$ cat src/rtl/bsp_pkg.sv
// package for the boot strap and pin configuration block
// assumes a single 100 MHz system clock domain
package bsp_pkg;
  localparam int          FIO_WIDTH     = 16;
  localparam int          FIO_PINS      = 10;
  localparam int          SYNC_STAGES   = 3;
  localparam int          BIT_I2C_CLK   = 0;
  localparam int          BIT_I2C_DAT   = 1;
  localparam int          BIT_PORT3     = 3;
  localparam int          BIT_WAKE      = 4;
  localparam int          BIT_HOST_IRQ  = 5;
  localparam int          BIT_DEBUG     = 9;
  localparam logic [2:0]  WAKE_PRIORITY = 3'h7;
  localparam int          CLK_MHZ       = 100;
  localparam int          STRAP_WAIT_NS = 20;
  localparam int          STRAP_CYCLES  = (STRAP_WAIT_NS * CLK_MHZ + 999) / 1000;
  // fast port op codes
  localparam logic [1:0]  OP_WRITE = 2'h0;
  localparam logic [1:0]  OP_SET   = 2'h1;
  localparam logic [1:0]  OP_CLEAR = 2'h2;
  localparam logic [1:0]  OP_TOGGLE = 2'h3;
  // wake trigger modes
  localparam logic [1:0]  WAKE_RISE = 2'h0;
  localparam logic [1:0]  WAKE_FALL = 2'h1;
  localparam logic [1:0]  WAKE_HIGH = 2'h2;
  localparam logic [1:0]  WAKE_LOW  = 2'h3;
  // pin function selects, function 1 is the reset default
  localparam logic [1:0]  FUNC_1 = 2'h0;
  localparam logic [1:0]  FUNC_2 = 2'h1;
  localparam logic [1:0]  FUNC_3 = 2'h2;

  typedef struct packed {
    logic boot_app;
    logic debug_boot;
    logic slave_spi;
  } bsp_straps_s;

  typedef struct packed {
    logic                 valid;
    logic [1:0]           op;
    logic [FIO_WIDTH-1:0] data;
  } bsp_fio_cmd_s;

  typedef enum logic [2:0] {
    ST_WAIT = 3'h1,
    ST_LATCH = 3'h2,
    ST_RUN = 3'h4
  } bsp_state_e;
endpackage

$ cat src/rtl/bsp_top.sv
// boot strap capture, pin multiplexing and fast io port
// assumes pads resolve wires from the enables; reset is async low
// Contract
// each muxed pin takes its first function at reset; firmware may remap
// reset pin is open drain, input at start, may drive low when enabled
// reset pin high at power-up boots application, low boots rom
// fast port is 16 bits with write, set, clear, toggle ops
// only lower ten fast port bits reach pins
// fast bits reset as inputs, pull-ups off, unless muxed away
// bit 9 shares debug pin; bits 9..6 can carry interrupts
// bits 1 and 0 go to host i2c data and clock at reset
// wake input triggers on rise, fall, high or low; wakes sleep
// wake input is a priority 7 interrupt
// debug pin low at start gives debug boot, high or floating normal
// in debug state the debug pin is a two-way single wire port
// slave select low at start picks spi, high picks i2c
// interface choice is a strap given to boot code, not fixed logic
// host interrupt output only reflects the command complete flag
// host holds slave select at the matching level during reset
// with i2c picked, port bit 3 is general io driving low
// spi master returns slave select high after each transaction
// host holds slave select low after a reset command until reset
// host holds slave select low 1 ms past reset pin release
// straps are latched once at reset exit and held until next reset
`timescale 1ns/100ps
module bsp_top #(
  parameter int W = bsp_pkg::FIO_WIDTH,
  parameter int P = bsp_pkg::FIO_PINS
) (
  input  wire logic                 clk_sys_in,
  input  wire logic                 rst_n_in,
  input  wire logic                 ce_in,
  // reset pin, open drain
  input  wire logic                 reset_pin_n_in,
  output logic                      reset_pin_n_out,
  output logic                      reset_pin_n_oe_out,
  input  wire logic                 reset_drive_in,
  input  wire logic                 reset_bidir_en_in,
  // device pins of the fast port
  input  wire logic [P-1:0]         pin_in,
  output logic      [P-1:0]         pin_out,
  output logic      [P-1:0]         pin_oe_out,
  output logic      [P-1:0]         pin_pullup_out,
  // firmware controls
  input  wire bsp_pkg::bsp_fio_cmd_s fio_cmd_in,
  input  wire logic [W-1:0]         fio_dir_in,
  input  wire logic                 fio_dir_we_in,
  input  wire logic [W-1:0]         fio_pull_in,
  input  wire logic                 fio_pull_we_in,
  input  wire logic [2*P-1:0]       mux_sel_in,
  input  wire logic                 mux_we_in,
  input  wire logic [1:0]           wake_mode_in,
  input  wire logic                 wake_ack_in,
  input  wire logic                 command_complete_flag_in,
  input  wire logic [3:0]           irq_src_in,
  // alternate function links
  input  wire logic                 host_i2c_data_out_in,
  input  wire logic                 host_i2c_data_oe_in,
  input  wire logic                 host_i2c_clock_oe_in,
  input  wire logic                 debug_wire_out_in,
  input  wire logic                 debug_wire_oe_in,
  output logic                      debug_wire_out,
  output logic                      host_i2c_data_out,
  output logic                      host_i2c_clock_out,
  output logic                      slave_select_n_out,
  // results
  output logic [W-1:0]              fio_data_out,
  output logic [W-1:0]              fio_in_out,
  output bsp_pkg::bsp_straps_s      straps_out,
  output logic                      straps_valid_out,
  output logic                      background_debug_state_out,
  output logic                      wake_irq_out,
  output logic [2:0]                wake_level_out
);
  typedef struct packed {
    bsp_pkg::bsp_state_e   state;
    logic [3:0]            cnt;
    bsp_pkg::bsp_straps_s  straps;
    logic [W-1:0]          data;
    logic [W-1:0]          dir;
    logic [W-1:0]          pull;
    logic [2*P-1:0]        mux;
  } bsp_top_s;

  bsp_top_s    st_reg;
  bsp_top_s    st_next;
  logic [P-1:0] pin_s;
  logic        rst_pin_s;
  logic        wake_hit;

  // external pins are asynchronous; filter through three stages
  bsp_sync #(.WIDTH(P), .INIT({P{1'b1}})) u_pin_sync (
    .clk_sys_in (clk_sys_in),
    .rst_n_in   (rst_n_in),
    .ce_in      (ce_in),
    .async_in   (pin_in),
    .sync_out   (pin_s)
  );
  bsp_sync #(.WIDTH(1), .INIT(1'b1)) u_rst_sync (
    .clk_sys_in (clk_sys_in),
    .rst_n_in   (rst_n_in),
    .ce_in      (ce_in),
    .async_in   (reset_pin_n_in),
    .sync_out   (rst_pin_s)
  );

  // wake detector on bit 4 pin
  bsp_wake u_wake (
    .clk_sys_in (clk_sys_in),
    .rst_n_in   (rst_n_in),
    .ce_in      (ce_in),
    .wake_in    (pin_s[bsp_pkg::BIT_WAKE]),
    .mode_in    (wake_mode_in),
    .ack_in     (wake_ack_in),
    .irq_out    (wake_hit)
  );

  // strap capture sequence and fast port update
  always_comb
  begin
    st_next = st_reg;
    unique case (st_reg.state)
      bsp_pkg::ST_WAIT:
      begin
        // let the synchronisers fill before sampling straps
        st_next.cnt = st_reg.cnt + 4'h1;
        if (st_reg.cnt == 4'(bsp_pkg::STRAP_CYCLES + bsp_pkg::SYNC_STAGES))
          st_next.state = bsp_pkg::ST_LATCH;
      end
      bsp_pkg::ST_LATCH:
      begin
        st_next.straps.boot_app   = rst_pin_s;
        st_next.straps.debug_boot = ~pin_s[bsp_pkg::BIT_DEBUG];
        st_next.straps.slave_spi  = ~pin_s[bsp_pkg::BIT_PORT3];
        if (pin_s[bsp_pkg::BIT_PORT3])
        begin
          // i2c chosen: bit 3 becomes io, output low
          st_next.dir[bsp_pkg::BIT_PORT3]  = 1'b1;
          st_next.data[bsp_pkg::BIT_PORT3] = 1'b0;
        end
        else
          st_next.mux[2*bsp_pkg::BIT_PORT3 +: 2] = bsp_pkg::FUNC_3;
        st_next.state = bsp_pkg::ST_RUN;
      end
      bsp_pkg::ST_RUN:
      begin
        if (fio_cmd_in.valid)
        begin
          unique case (fio_cmd_in.op)
            bsp_pkg::OP_WRITE:  st_next.data = fio_cmd_in.data;
            bsp_pkg::OP_SET:    st_next.data = st_reg.data | fio_cmd_in.data;
            bsp_pkg::OP_CLEAR:  st_next.data = st_reg.data & ~fio_cmd_in.data;
            bsp_pkg::OP_TOGGLE: st_next.data = st_reg.data ^ fio_cmd_in.data;
          endcase
        end
        if (fio_dir_we_in)
          st_next.dir = fio_dir_in;
        if (fio_pull_we_in)
          st_next.pull = fio_pull_in;
        if (mux_we_in)
          st_next.mux = mux_sel_in;
      end
      default:
        st_next.state = bsp_pkg::ST_WAIT;
    endcase
  end

  // all state resets to inputs, pull-ups off, first functions
  always_ff @(posedge clk_sys_in or negedge rst_n_in)
  begin
    if (!rst_n_in)
    begin
      st_reg       <= '0;
      st_reg.state <= bsp_pkg::ST_WAIT;
    end
    else if (ce_in)
      st_reg <= st_next;
  end

  // per pin output mux; function 1 = default, others alternate
  generate
    for (genvar i = 0; i < P; i++)
    begin : g_pin
      logic [1:0] f;
      logic       io_o;
      logic       io_e;
      logic       alt_o;
      logic       alt_e;
      assign f    = st_reg.mux[2*i +: 2];
      assign io_o = st_reg.data[i];
      assign io_e = st_reg.dir[i];
      always_comb
      begin
        alt_o = io_o;
        alt_e = io_e;
        if (i == bsp_pkg::BIT_I2C_DAT && f == bsp_pkg::FUNC_1)
        begin
          alt_o = host_i2c_data_out_in;
          alt_e = host_i2c_data_oe_in;
        end
        else if (i == bsp_pkg::BIT_I2C_CLK && f == bsp_pkg::FUNC_1)
        begin
          alt_o = 1'b0;
          alt_e = host_i2c_clock_oe_in;
        end
        else if (i == bsp_pkg::BIT_DEBUG && f == bsp_pkg::FUNC_1)
        begin
          alt_o = debug_wire_out_in;
          alt_e = debug_wire_oe_in & st_reg.straps.debug_boot;
        end
        else if (i == bsp_pkg::BIT_HOST_IRQ && f == bsp_pkg::FUNC_3)
        begin
          alt_o = command_complete_flag_in;
          alt_e = 1'b1;
        end
        else if (i >= 6 && f == bsp_pkg::FUNC_3)
        begin
          alt_o = irq_src_in[(i + 2) % 4];
          alt_e = 1'b1;
        end
        else if (i == bsp_pkg::BIT_WAKE && f == bsp_pkg::FUNC_2)
          alt_e = 1'b0;
        else if (i == bsp_pkg::BIT_PORT3 && f == bsp_pkg::FUNC_3)
          alt_e = 1'b0; // slave select input
      end
      assign pin_out[i]        = alt_o;
      assign pin_oe_out[i]     = alt_e;
      assign pin_pullup_out[i] = st_reg.pull[i];
    end
  endgenerate

  // open drain reset pin: only ever pulls low
  assign reset_pin_n_out    = 1'b0;
  assign reset_pin_n_oe_out = reset_bidir_en_in & reset_drive_in;

  // upper bits have no pin and read their output latch
  assign fio_in_out = {st_reg.data[W-1:P], pin_s};
  assign fio_data_out = st_reg.data;
  assign debug_wire_out     = pin_s[bsp_pkg::BIT_DEBUG];
  assign host_i2c_data_out  = pin_s[bsp_pkg::BIT_I2C_DAT];
  assign host_i2c_clock_out = pin_s[bsp_pkg::BIT_I2C_CLK];
  assign slave_select_n_out = pin_s[bsp_pkg::BIT_PORT3];
  assign straps_out       = st_reg.straps;
  assign straps_valid_out = st_reg.state == bsp_pkg::ST_RUN;
  assign background_debug_state_out = straps_valid_out
                                      & st_reg.straps.debug_boot;
  assign wake_irq_out   = wake_hit;
  assign wake_level_out = wake_hit ? bsp_pkg::WAKE_PRIORITY : 3'h0;

  // straps stay fixed once captured
  a_straps_hold: assert property (
    @(posedge clk_sys_in) disable iff (!rst_n_in)
    straps_valid_out && ce_in |=> $stable(straps_out))
    else $error("straps changed after capture");
  a_wake_level: assert property (
    @(posedge clk_sys_in) disable iff (!rst_n_in)
    wake_irq_out |-> wake_level_out == 3'h7)
    else $error("wake level not seven");
  a_reset_od: assert property (
    @(posedge clk_sys_in) disable iff (!rst_n_in)
    !reset_bidir_en_in |-> !reset_pin_n_oe_out)
    else $error("reset pin driven while input only");
  // port operations land in the next cycle
  a_fio_set: assert property (
    @(posedge clk_sys_in) disable iff (!rst_n_in)
    ce_in && straps_valid_out && fio_cmd_in.valid
    && fio_cmd_in.op == 2'h1 |=> (fio_data_out & $past(fio_cmd_in.data))
    == $past(fio_cmd_in.data))
    else $error("set op lost bits");
  a_fio_clear: assert property (
    @(posedge clk_sys_in) disable iff (!rst_n_in)
    ce_in && straps_valid_out && fio_cmd_in.valid
    && fio_cmd_in.op == bsp_pkg::OP_CLEAR
    |=> (fio_data_out & $past(fio_cmd_in.data)) == '0)
    else $error("clear op left bits set");
  // pin roles chosen by the straps and the mux
  a_port3_i2c: assert property (
    @(posedge clk_sys_in) disable iff (!rst_n_in)
    $rose(straps_valid_out) && !straps_out.slave_spi
    |-> pin_oe_out[3] && !pin_out[3])
    else $error("bit three not low output in i2c mode");
  a_port3_spi: assert property (
    @(posedge clk_sys_in) disable iff (!rst_n_in)
    $rose(straps_valid_out) && straps_out.slave_spi
    |-> !pin_oe_out[bsp_pkg::BIT_PORT3])
    else $error("slave select pin driven in spi mode");
  a_debug_wire: assert property (
    @(posedge clk_sys_in) disable iff (!rst_n_in)
    !st_reg.straps.debug_boot |-> !pin_oe_out[9] || st_reg.mux[19:18] != 2'h0)
    else $error("debug pin driven outside debug state");
  a_host_irq: assert property (
    @(posedge clk_sys_in) disable iff (!rst_n_in)
    st_reg.mux[2*bsp_pkg::BIT_HOST_IRQ +: 2] == bsp_pkg::FUNC_3
    |-> pin_oe_out[bsp_pkg::BIT_HOST_IRQ]
    && pin_out[bsp_pkg::BIT_HOST_IRQ] == command_complete_flag_in)
    else $error("host interrupt pin not following flag");
  a_wake_input: assert property (
    @(posedge clk_sys_in) disable iff (!rst_n_in)
    st_reg.mux[2*bsp_pkg::BIT_WAKE +: 2] == bsp_pkg::FUNC_2
    |-> !pin_oe_out[bsp_pkg::BIT_WAKE])
    else $error("wake pin driven while used as input");
  // capture timing and reset state of the pads
  a_strap_time: assert property (
    @(posedge clk_sys_in) disable iff (!rst_n_in)
    $rose(rst_n_in) |-> ##[1:12] straps_valid_out)
    else $error("straps not captured in time");
  a_pull_reset: assert property (
    @(posedge clk_sys_in) disable iff (!rst_n_in)
    !straps_valid_out |-> pin_pullup_out == '0 && !pin_oe_out[3])
    else $error("pin driven or pulled before capture");
endmodule

$ cat src/rtl/bsp_sync.sv
// three stage synchroniser; change accepted when stages 2 and 3 agree
// assumes the input is asynchronous to clk_sys_in
`timescale 1ns/100ps
module bsp_sync #(
  parameter int  WIDTH = 1,
  parameter logic [WIDTH-1:0] INIT = '0
) (
  input  wire logic             clk_sys_in,
  input  wire logic             rst_n_in,
  input  wire logic             ce_in,
  input  wire logic [WIDTH-1:0] async_in,
  output logic      [WIDTH-1:0] sync_out
);
  typedef struct packed {
    logic [WIDTH-1:0] s1;
    logic [WIDTH-1:0] s2;
    logic [WIDTH-1:0] s3;
    logic [WIDTH-1:0] q;
  } bsp_sync_s;
  bsp_sync_s st_reg;
  bsp_sync_s st_next;

  // shift chain, output follows when the last two agree
  always_comb
  begin
    st_next = st_reg;
    st_next.s1 = async_in;
    st_next.s2 = st_reg.s1;
    st_next.s3 = st_reg.s2;
    for (int i = 0; i < WIDTH; i++)
    begin
      if (st_reg.s2[i] == st_reg.s3[i])
        st_next.q[i] = st_reg.s3[i];
    end
  end

  always_ff @(posedge clk_sys_in or negedge rst_n_in)
  begin
    if (!rst_n_in)
      st_reg <= {INIT, INIT, INIT, INIT};
    else if (ce_in)
      st_reg <= st_next;
  end
  assign sync_out = st_reg.q;
endmodule

$ cat src/rtl/bsp_wake.sv
// wake interrupt detector with edge or level trigger
// assumes a synchronised input on the system clock
`timescale 1ns/100ps
module bsp_wake (
  input  wire logic       clk_sys_in,
  input  wire logic       rst_n_in,
  input  wire logic       ce_in,
  input  wire logic       wake_in,
  input  wire logic [1:0] mode_in,
  input  wire logic       ack_in,
  output logic            irq_out
);
  typedef struct packed {
    logic prev;
    logic pend;
  } bsp_wake_s;
  bsp_wake_s st_reg;
  bsp_wake_s st_next;
  logic      hit;

  // edge and level modes latch until ack, a held level sets it again
  always_comb
  begin
    st_next = st_reg;
    st_next.prev = wake_in;
    hit = 1'b0;
    unique case (mode_in)
      bsp_pkg::WAKE_RISE: hit = wake_in & ~st_reg.prev;
      bsp_pkg::WAKE_FALL: hit = ~wake_in & st_reg.prev;
      bsp_pkg::WAKE_HIGH: hit = wake_in;
      bsp_pkg::WAKE_LOW:  hit = ~wake_in;
    endcase
    if (ack_in)
      st_next.pend = 1'b0;
    if (hit)
      st_next.pend = 1'b1; // set wins over ack
  end

  always_ff @(posedge clk_sys_in or negedge rst_n_in)
  begin
    // prev starts high like the synchronised pin, so no false edge
    if (!rst_n_in)
      st_reg <= '{prev: 1'b1, pend: 1'b0};
    else if (ce_in)
      st_reg <= st_next;
  end
  // taken straight from the pend register, so a wake needs a clock edge
  assign irq_out = st_reg.pend;
endmodule

$ cat config.mk
export PLATFORM = sky130hd
export DESIGN_NAME = bsp_top
export DESIGN_NICKNAME = d
export VERILOG_FILES = /design/src/rtl/bsp_pkg.sv /design/src/rtl/bsp_top.sv /design/src/rtl/bsp_sync.sv /design/src/rtl/bsp_wake.sv
export SDC_FILE = /design/constraint.sdc
export NUM_CORES = 1
export LEC_CHECK = 0
export BUFFER_PORTS_ARGS = -buffer_cell sky130_fd_sc_hd__buf_4
export CORE_MARGIN = 10
export CORE_UTILIZATION = 40
export CTS_CLUSTER_DIAMETER = 200
export CTS_CLUSTER_SIZE = 14
export DETAILED_ROUTE_END_ITERATION = 10
export MAX_ROUTING_LAYER = met4
export PLACE_DENSITY = 0.64
export SYNTH_ARGS = -nofsm -noshare
export SYNTH_HDL_FRONTEND = slang
export SYNTH_SLANG_ARGS = --single-unit
export TNS_END_PERCENT = 1
$ cat constraint.sdc
create_clock -name clk_sys_in -period 4.75 [get_ports clk_sys_in]
set_clock_uncertainty 0.2 [all_clocks]
set_input_delay 0.475 -clock clk_sys_in [delete_from_list [all_inputs] [get_ports clk_sys_in]]
set_output_delay 0.475 -clock clk_sys_in [all_outputs]
set_load 0.02 [all_outputs]
==> results.toml, run 1 <==
[synth]
synth-xor-area-share_pct = 0.423
synth_compound_area_share_pct = 3.58
synth-simple-area-share_pct = 6.62
synth_top_family_by_area = "multiplexers"
synthesis.nets = 649
synth_edf_count = 0
yosysMostFrequentCell = "mux2_2"
yosysSeqAreaShare_pct = 45.2
synth_cells = 512
synthFlopType = "dfrtp_1"
synth_warnings = 0
yosysTopAreaCell = "dfrtp_1"
synthAdderAreaFrac_pct = 6.84
syn_area_um2 = 6220
synth.distinct_cells = 40
synth_common_cells = "mux2_2 (85), buf_4 (70), dfrtp_1 (64)"
synth.ff_latch_count = 110
synth.mux.area_fraction_pct = 23.5
synth_area_leaders = "dfrtp_1 (26%), dfstp_2 (19%), mux2_2 (15%)"
postSynthAreaPerCell_um2 = 12.1
async_flop_share_pct = 100
yosysTopAreaCellShare_pct = 25.8

[placement]
dp_hpwl_mm = 10.2
port_buffers = 164
gp_congestion = 0.773

[drt]
ant_nets = 0
viasPerCell = 4.87
num_vias = 3873
drt_wl_total_mm = 13.3
dr.pass1.iters = 4
drc = 0
drtIter0Drc = 109
routedWlPerCell_um = 16.7

[min_path]
hp-class = "primary input to async pin"

[power_and_ir_drop]
peakVddDrop_v = 0.000267
total_power_w = 0.00260
p_leak_nw = 3.62
power_density_nw_per_um2 = 355

[clock_tree]
clk_pin_slew_ps = 70
cts_tree = "yes"
clockBufferDepth = 2
holdBufCountCts = 0
cts_root_buf = "clkbuf_16"
clock_latency_ps = 350
htreeDepth = 3
clock_sink_count = 110
postCtsSetupBuffers = 0
numCtsBuffers = 9
cts_resized = 0

[final_layout]
fillers = 1381
n_antenna_cell = 0
largest_reg_flops = 20
multi_input_area_um2 = 2550
layout.nets = 739
syn_to_final_growth_pct = 17.7
drive_gt1_share_pct = 56.2
regArea_um2 = 2810

[sta]
rsz0062_at_grt = "false"
fin_crit_sh_pct = 50.2
fmax_ghz = 0.419
final_hold_viol_count = 0
slew_violations = 0
period_needed_ps = 2380
tightest_slew_ps = 887
setup_tns_ps = 0
relSlewSlack_pct = 40.9
setup_viol = 0

[critical_path]
rr_worst_depth = 3
crit_cells = 3
timing.rr.start = "st_reg[77]$_DFFE_PN0P_"
startpoint = "st_reg[77]$_DFFE_PN0P_"
endpoint_kind = "register"
crit_chain = "nor3b_4 -> and3_1 -> mux2_2"
cp_num_buf_inv = 0
start_kind = "register"
worstPathRequired_ps = 4790
crit_path_max_fanout = 16
cpMaxStageDelayCell = "and3_1"
crit_arrival_ps = 2420
crit_type = "register to register"
crit_family = "simple AND/OR/NAND/NOR gates"
max_stage_delay_ps = 730

[run_status]
status = "finished, final reports clean"

[die]
start_util_pct = 40.9
ios = 180
chipHeight_um = 145
chipWidth_um = 145
core_um2 = 15200
dieArea_um2 = 20900
rows = 45

[global_routing]
grt.overflow.total = 0
antenna_found_initial = 0
grt_util_all_layers_pct = 12.8
grt_pass1_vias = 4146
grt_max_degree = 71
grt_pass1_wl_mm = 20.5

[run]
maxCapViolations = 0
==> per-layer routing <==
| layer | up-vias | GRT usage [%] | wire length, µm | part of all wire [%] |
|---|---|---|---|---|
| met5 | - | - | 0 | 0 |
| met4 | 0 | 3.67 | 146 | 1.1 |
| met3 | 12 | 3.85 | 988 | 7.4 |
| met2 | 128 | 21.6 | 6620 | 50 |
| met1 | 1912 | 14.4 | 5520 | 42 |
| li1 | 1821 | - | - | - |
==> through the flow <==
| step | hold slack, ps | worst slack (ps) | instance area [µm²] | std cells | utilization [%] |
|---|---|---|---|---|---|
| after floorplan | -20.6 | 2820 | 6220 | 512 | - |
| after global placement | 253 | 2190 | 7040 | 779 | 46.3 |
| after detailed placement | 269 | 2120 | 7040 | 779 | 46.3 |
| after CTS | 54.5 | 2340 | 7320 | 795 | 48.1 |
| after global routing | 87.2 | 2220 | 7320 | 795 | 48.1 |
| final | 22.0 | 2370 | 7320 | 795 | 48.1 |
==> where the power goes <==
group / switching (W) / total [W] / internal (W)
registers: 0.000133 / 0.00126 / 0.00113
logic: 0.000299 / 0.000623 / 0.000324
clock network: 0.000351 / 0.000713 / 0.000361
==> cell usage in the layout (no fill, tap or decap), types with 3 or more instances in the layout <==
cell,instances
xnor2_1,3
mux2_4,6
nand2_1,12
ha_1,34
mux2i_1,3
inv_1,55
nor2_1,14
nand3b_1,5
mux4_2,15
buf_4,165
or2_2,4
dfrtp_1,64
nand2b_1,15
nor2b_1,5
mux2_2,85
a21oi_1,27
clkbuf_16,9
o22ai_1,3
o21ai_0,9
dfstp_2,46
==> worst paths after layout <==
path,slack (ps),to
setup / recovery,2370,g_pin[5].f[0]$_DFFE_PN0P_
hold reg to reg,280,st_reg[74]$_DFFE_PN0P_
hold / removal,20,fio_data_out[10]$_DFFE_PN0P_
setup reg to reg,2370,g_pin[5].f[0]$_DFFE_PN0P_
min in group clk_sys_in,140,g_pin[6].f[0]$_DFFE_PN0P_
max in group asynchronous,3230,u_pin_sync.st_next[14]$_DFFE_PN1P_
==> worst reg2reg max path, delay by kind of cell, from the launching register on <==
| kind | cells | cell delay, ps |
|---|---|---|
| AND/OR/NAND/NOR | 2 | 1130 |
| flip-flops | 1 | 510 |
| multiplexers | 1 | 430 |
==> kinds of logic (layout without fill, tap and decap cells) <==
group | count (synthesis) | in the layout
adders and majority gates | 34 | 34
AOI/OAI and AO/OA | 42 | 42
other | 1 | 1
buffers and inverters | 141 | 236
DFF | 110 | 110
and+or+nand+nor | 69 | 69
xor gates and xnor gates | 3 | 3
muxes | 112 | 112
==> cell type report <==
| type | count | area share [%] |
|---|---|---|
| clock buffer | 10 | 3.13 |
| clock inverter | 6 | 0.615 |
| tap | 188 | 3.21 |
| multi-input combinational | 261 | 34.9 |
| timing repair buffer | 165 | 16.9 |
| inverter | 55 | 2.82 |
| sequential | 110 | 38.4 |
Note: power is estimated with default switching activity, not from simulation.
==> run 2: changes to the inputs <==
Settings changed: ABC_AREA from default to 1, PLACE_DENSITY 0.64 to 0.67.
Clock period 4.75 ns to 2 ns, I/O delays scaled along.
==> results.toml, run 2 <==
[power_and_ir_drop]
power_density_nw_per_um2 = 1070
p_leak_nw = 4.11
peakVddDrop_v = 0.000682

[synth]
synth_common_cells = "nand2_1 (217), inv_1 (73), buf_4 (71)"
async_flop_share_pct = 100
synthesis.nets = 894
synth_edf_count = 0
synth_cells = 757
postSynthAreaPerCell_um2 = 8.15
yosysTopAreaCell = "dfrtp_1"
synth_warnings = 0
syn_area_um2 = 6170
synth.distinct_cells = 28
synthFlopType = "dfrtp_1"
yosysSeqAreaShare_pct = 45.5
yosysMostFrequentCell = "nand2_1"
synth_area_leaders = "dfrtp_1 (26%), dfstp_2 (20%), nand2_1 (13%)"
yosysTopAreaCellShare_pct = 26.0
synth.ff_latch_count = 110

[die]
ios = 180
core_um2 = 15100
start_util_pct = 40.7
rows = 45
dieArea_um2 = 20800
chipWidth_um = 144
chipHeight_um = 144

[run_status]
status = "finished, final reports clean"

[global_routing]
antenna_found_initial = 1
grt_pass1_wl_mm = 26.2
grt_max_degree = 46
grt_util_all_layers_pct = 16.1
grt_pass1_vias = 5164
grt.overflow.total = 0

[final_layout]
largest_reg_flops = 20
multi_input_area_um2 = 2410
most-common-layout-cells = "nand2_1 (217), buf_4 (169), dlygate4sd3_1 (74), inv_1 (73), dfrtp_1 (64)"
regArea_um2 = 2810
final_common_cell = "nand2_1"
fillers = 1427
final_cell_area_um2 = 8110
layout.nets = 1057
drive_gt1_share_pct = 27.6
syn_to_final_growth_pct = 31.5

[sta]
slew_violations = 0
period_needed_ps = 1890
fmax_ghz = 0.530
fin_crit_sh_pct = 94.3
setup_tns_ps = 0
setup_viol = 0
rsz0062_at_grt = "false"
final_hold_viol_count = 0

[clock_tree]
clockBufferDepth = 2
clock_latency_ps = 360
htreeDepth = 3
clock_sink_count = 110
postCtsSetupBuffers = 0
cts_tree = "yes"
cts_root_buf = "clkbuf_16"
numCtsBuffers = 9
clk_pin_slew_ps = 80

[run]
maxCapViolations = 0

[critical_path]
crit_type = "register to register"
worstPathRequired_ps = 2110
crit_path_max_fanout = 13
start_kind = "register"
crit_arrival_ps = 2000
endpoint_kind = "register"

[min_path]
hp-class = "primary input to register"

[drt]
ant_nets = 0
routedWlPerCell_um = 14.5
dr.pass1.iters = 4
drc = 0
viasPerCell = 4.64
drtIter0Drc = 300
drt_wl_total_mm = 16.2
num_vias = 5170

[placement]
placed_cell_area_um2 = 7060
port_buffers = 164
dp_hpwl_mm = 11.2
gp_congestion = 0.777
-- run 2: cell count changes after synthesis, sizes merged, moves of 5 or more --
cell	delta
nor2	+37
mux4	-16
nand2b	-15
inv	+24
o211ai	+11
nand2	+204
mux2	-91
nand3	+63
o21ai	+55
clkbuf	+6
nor2b	-5
a21oi	-6
-- run 2: cells by family after synthesis --
kind of cell | after synthesis | share of synthesized area, %
buffers and inverters | 172 | 15.4
flip-flops | 110 | 45.5
other | 1 | 0.0608
AO/OA/AOI/OAI | 98 | 8.72
adder cells (fa/ha/maj) | 34 | 6.90
AND/OR/NAND/NOR | 338 | 22.8
XOR/XNOR | 2 | 0.284
multiplexers | 2 | 0.365
-- run 2: metrics by stage --
stage	std cells	power [W]	hold slack, ps	util (%)	worst slack [ps]
after detailed placement	1023	0.00679	-17.3	46.6	184
after global placement	1023	0.00671	-19.7	46.6	229
after floorplan	757	0.00602	-296	-	536
final	1114	0.00868	9.73	53.6	113
after CTS	1113	0.00875	2.04	53.5	55.8
after global routing	1114	0.00930	33.9	53.6	17.4
-- run 2: cell type report --
type	count	share of cell area [%]
Multi-Input combinational cell	475	29.7
Timing Repair Buffer	245	25.3
Clock inverter	7	0.941
Inverter	79	3.72
Antenna cell	1	0.0308
Sequential cell	110	34.6
Tap cell	188	2.90
Clock buffer	9	2.78
-- run 2: power breakdown --
group          internal (W)  total [W]  switching [W]  leakage [nW]
combinational       0.00146    0.00343        0.00197          2.71
sequential          0.00294    0.00343       0.000489          1.25
clock              0.000889    0.00182       0.000933         0.150
total               0.00529    0.00868        0.00340          4.11
-- run 2: layer usage --
layer	wire (µm)	global-route usage, %	share of wire, %	vias up
met3	1280	5.18	7.9	13
met5	0	-	0	-
li1	-	-	-	2650
met2	7700	26.1	48	130
met4	167	3.83	1.0	0
met1	7060	19.3	44	2377
-- run 2: critical path, cell delays in order, from the launching register on --
cell           delay, ps
dfrtp_1              420
nor2_4               190
nand3_2              140
inv_6                150
nand3_1               90
dlygate4sd3_1        580
nand2_1               70
-- run 2: final timing paths --
check,from,end,slack (ps),depth (start not counted)
min in group asynchronous,rst_n_in,fio_data_out[2]$_DFFE_PN0P_,120,2
setup / recovery,st_reg[76]$_DFFE_PN0P_,pin_pullup_out[0]$_DFFE_PN0P_,110,6
setup reg to reg,st_reg[76]$_DFFE_PN0P_,pin_pullup_out[0]$_DFFE_PN0P_,110,6
hold reg to reg,u_pin_sync.st_reg[16]$_DFFE_PN1P_,u_pin_sync.st_reg[16]$_DFFE_PN1P_,260,2
max in group asynchronous,rst_n_in,u_pin_sync.st_reg[15]$_DFFE_PN1P_,800,3
hold / removal,fio_cmd_in[13],fio_data_out[13]$_DFFE_PN0P_,10,5
-- run 2: timing repair --
action                                  4_1_cts  5_1_grt
hold buffers                                 74        0
resized for setup                             0        3
endpoints found under the setup margin        0        9
endpoints found under the hold margin       112        0
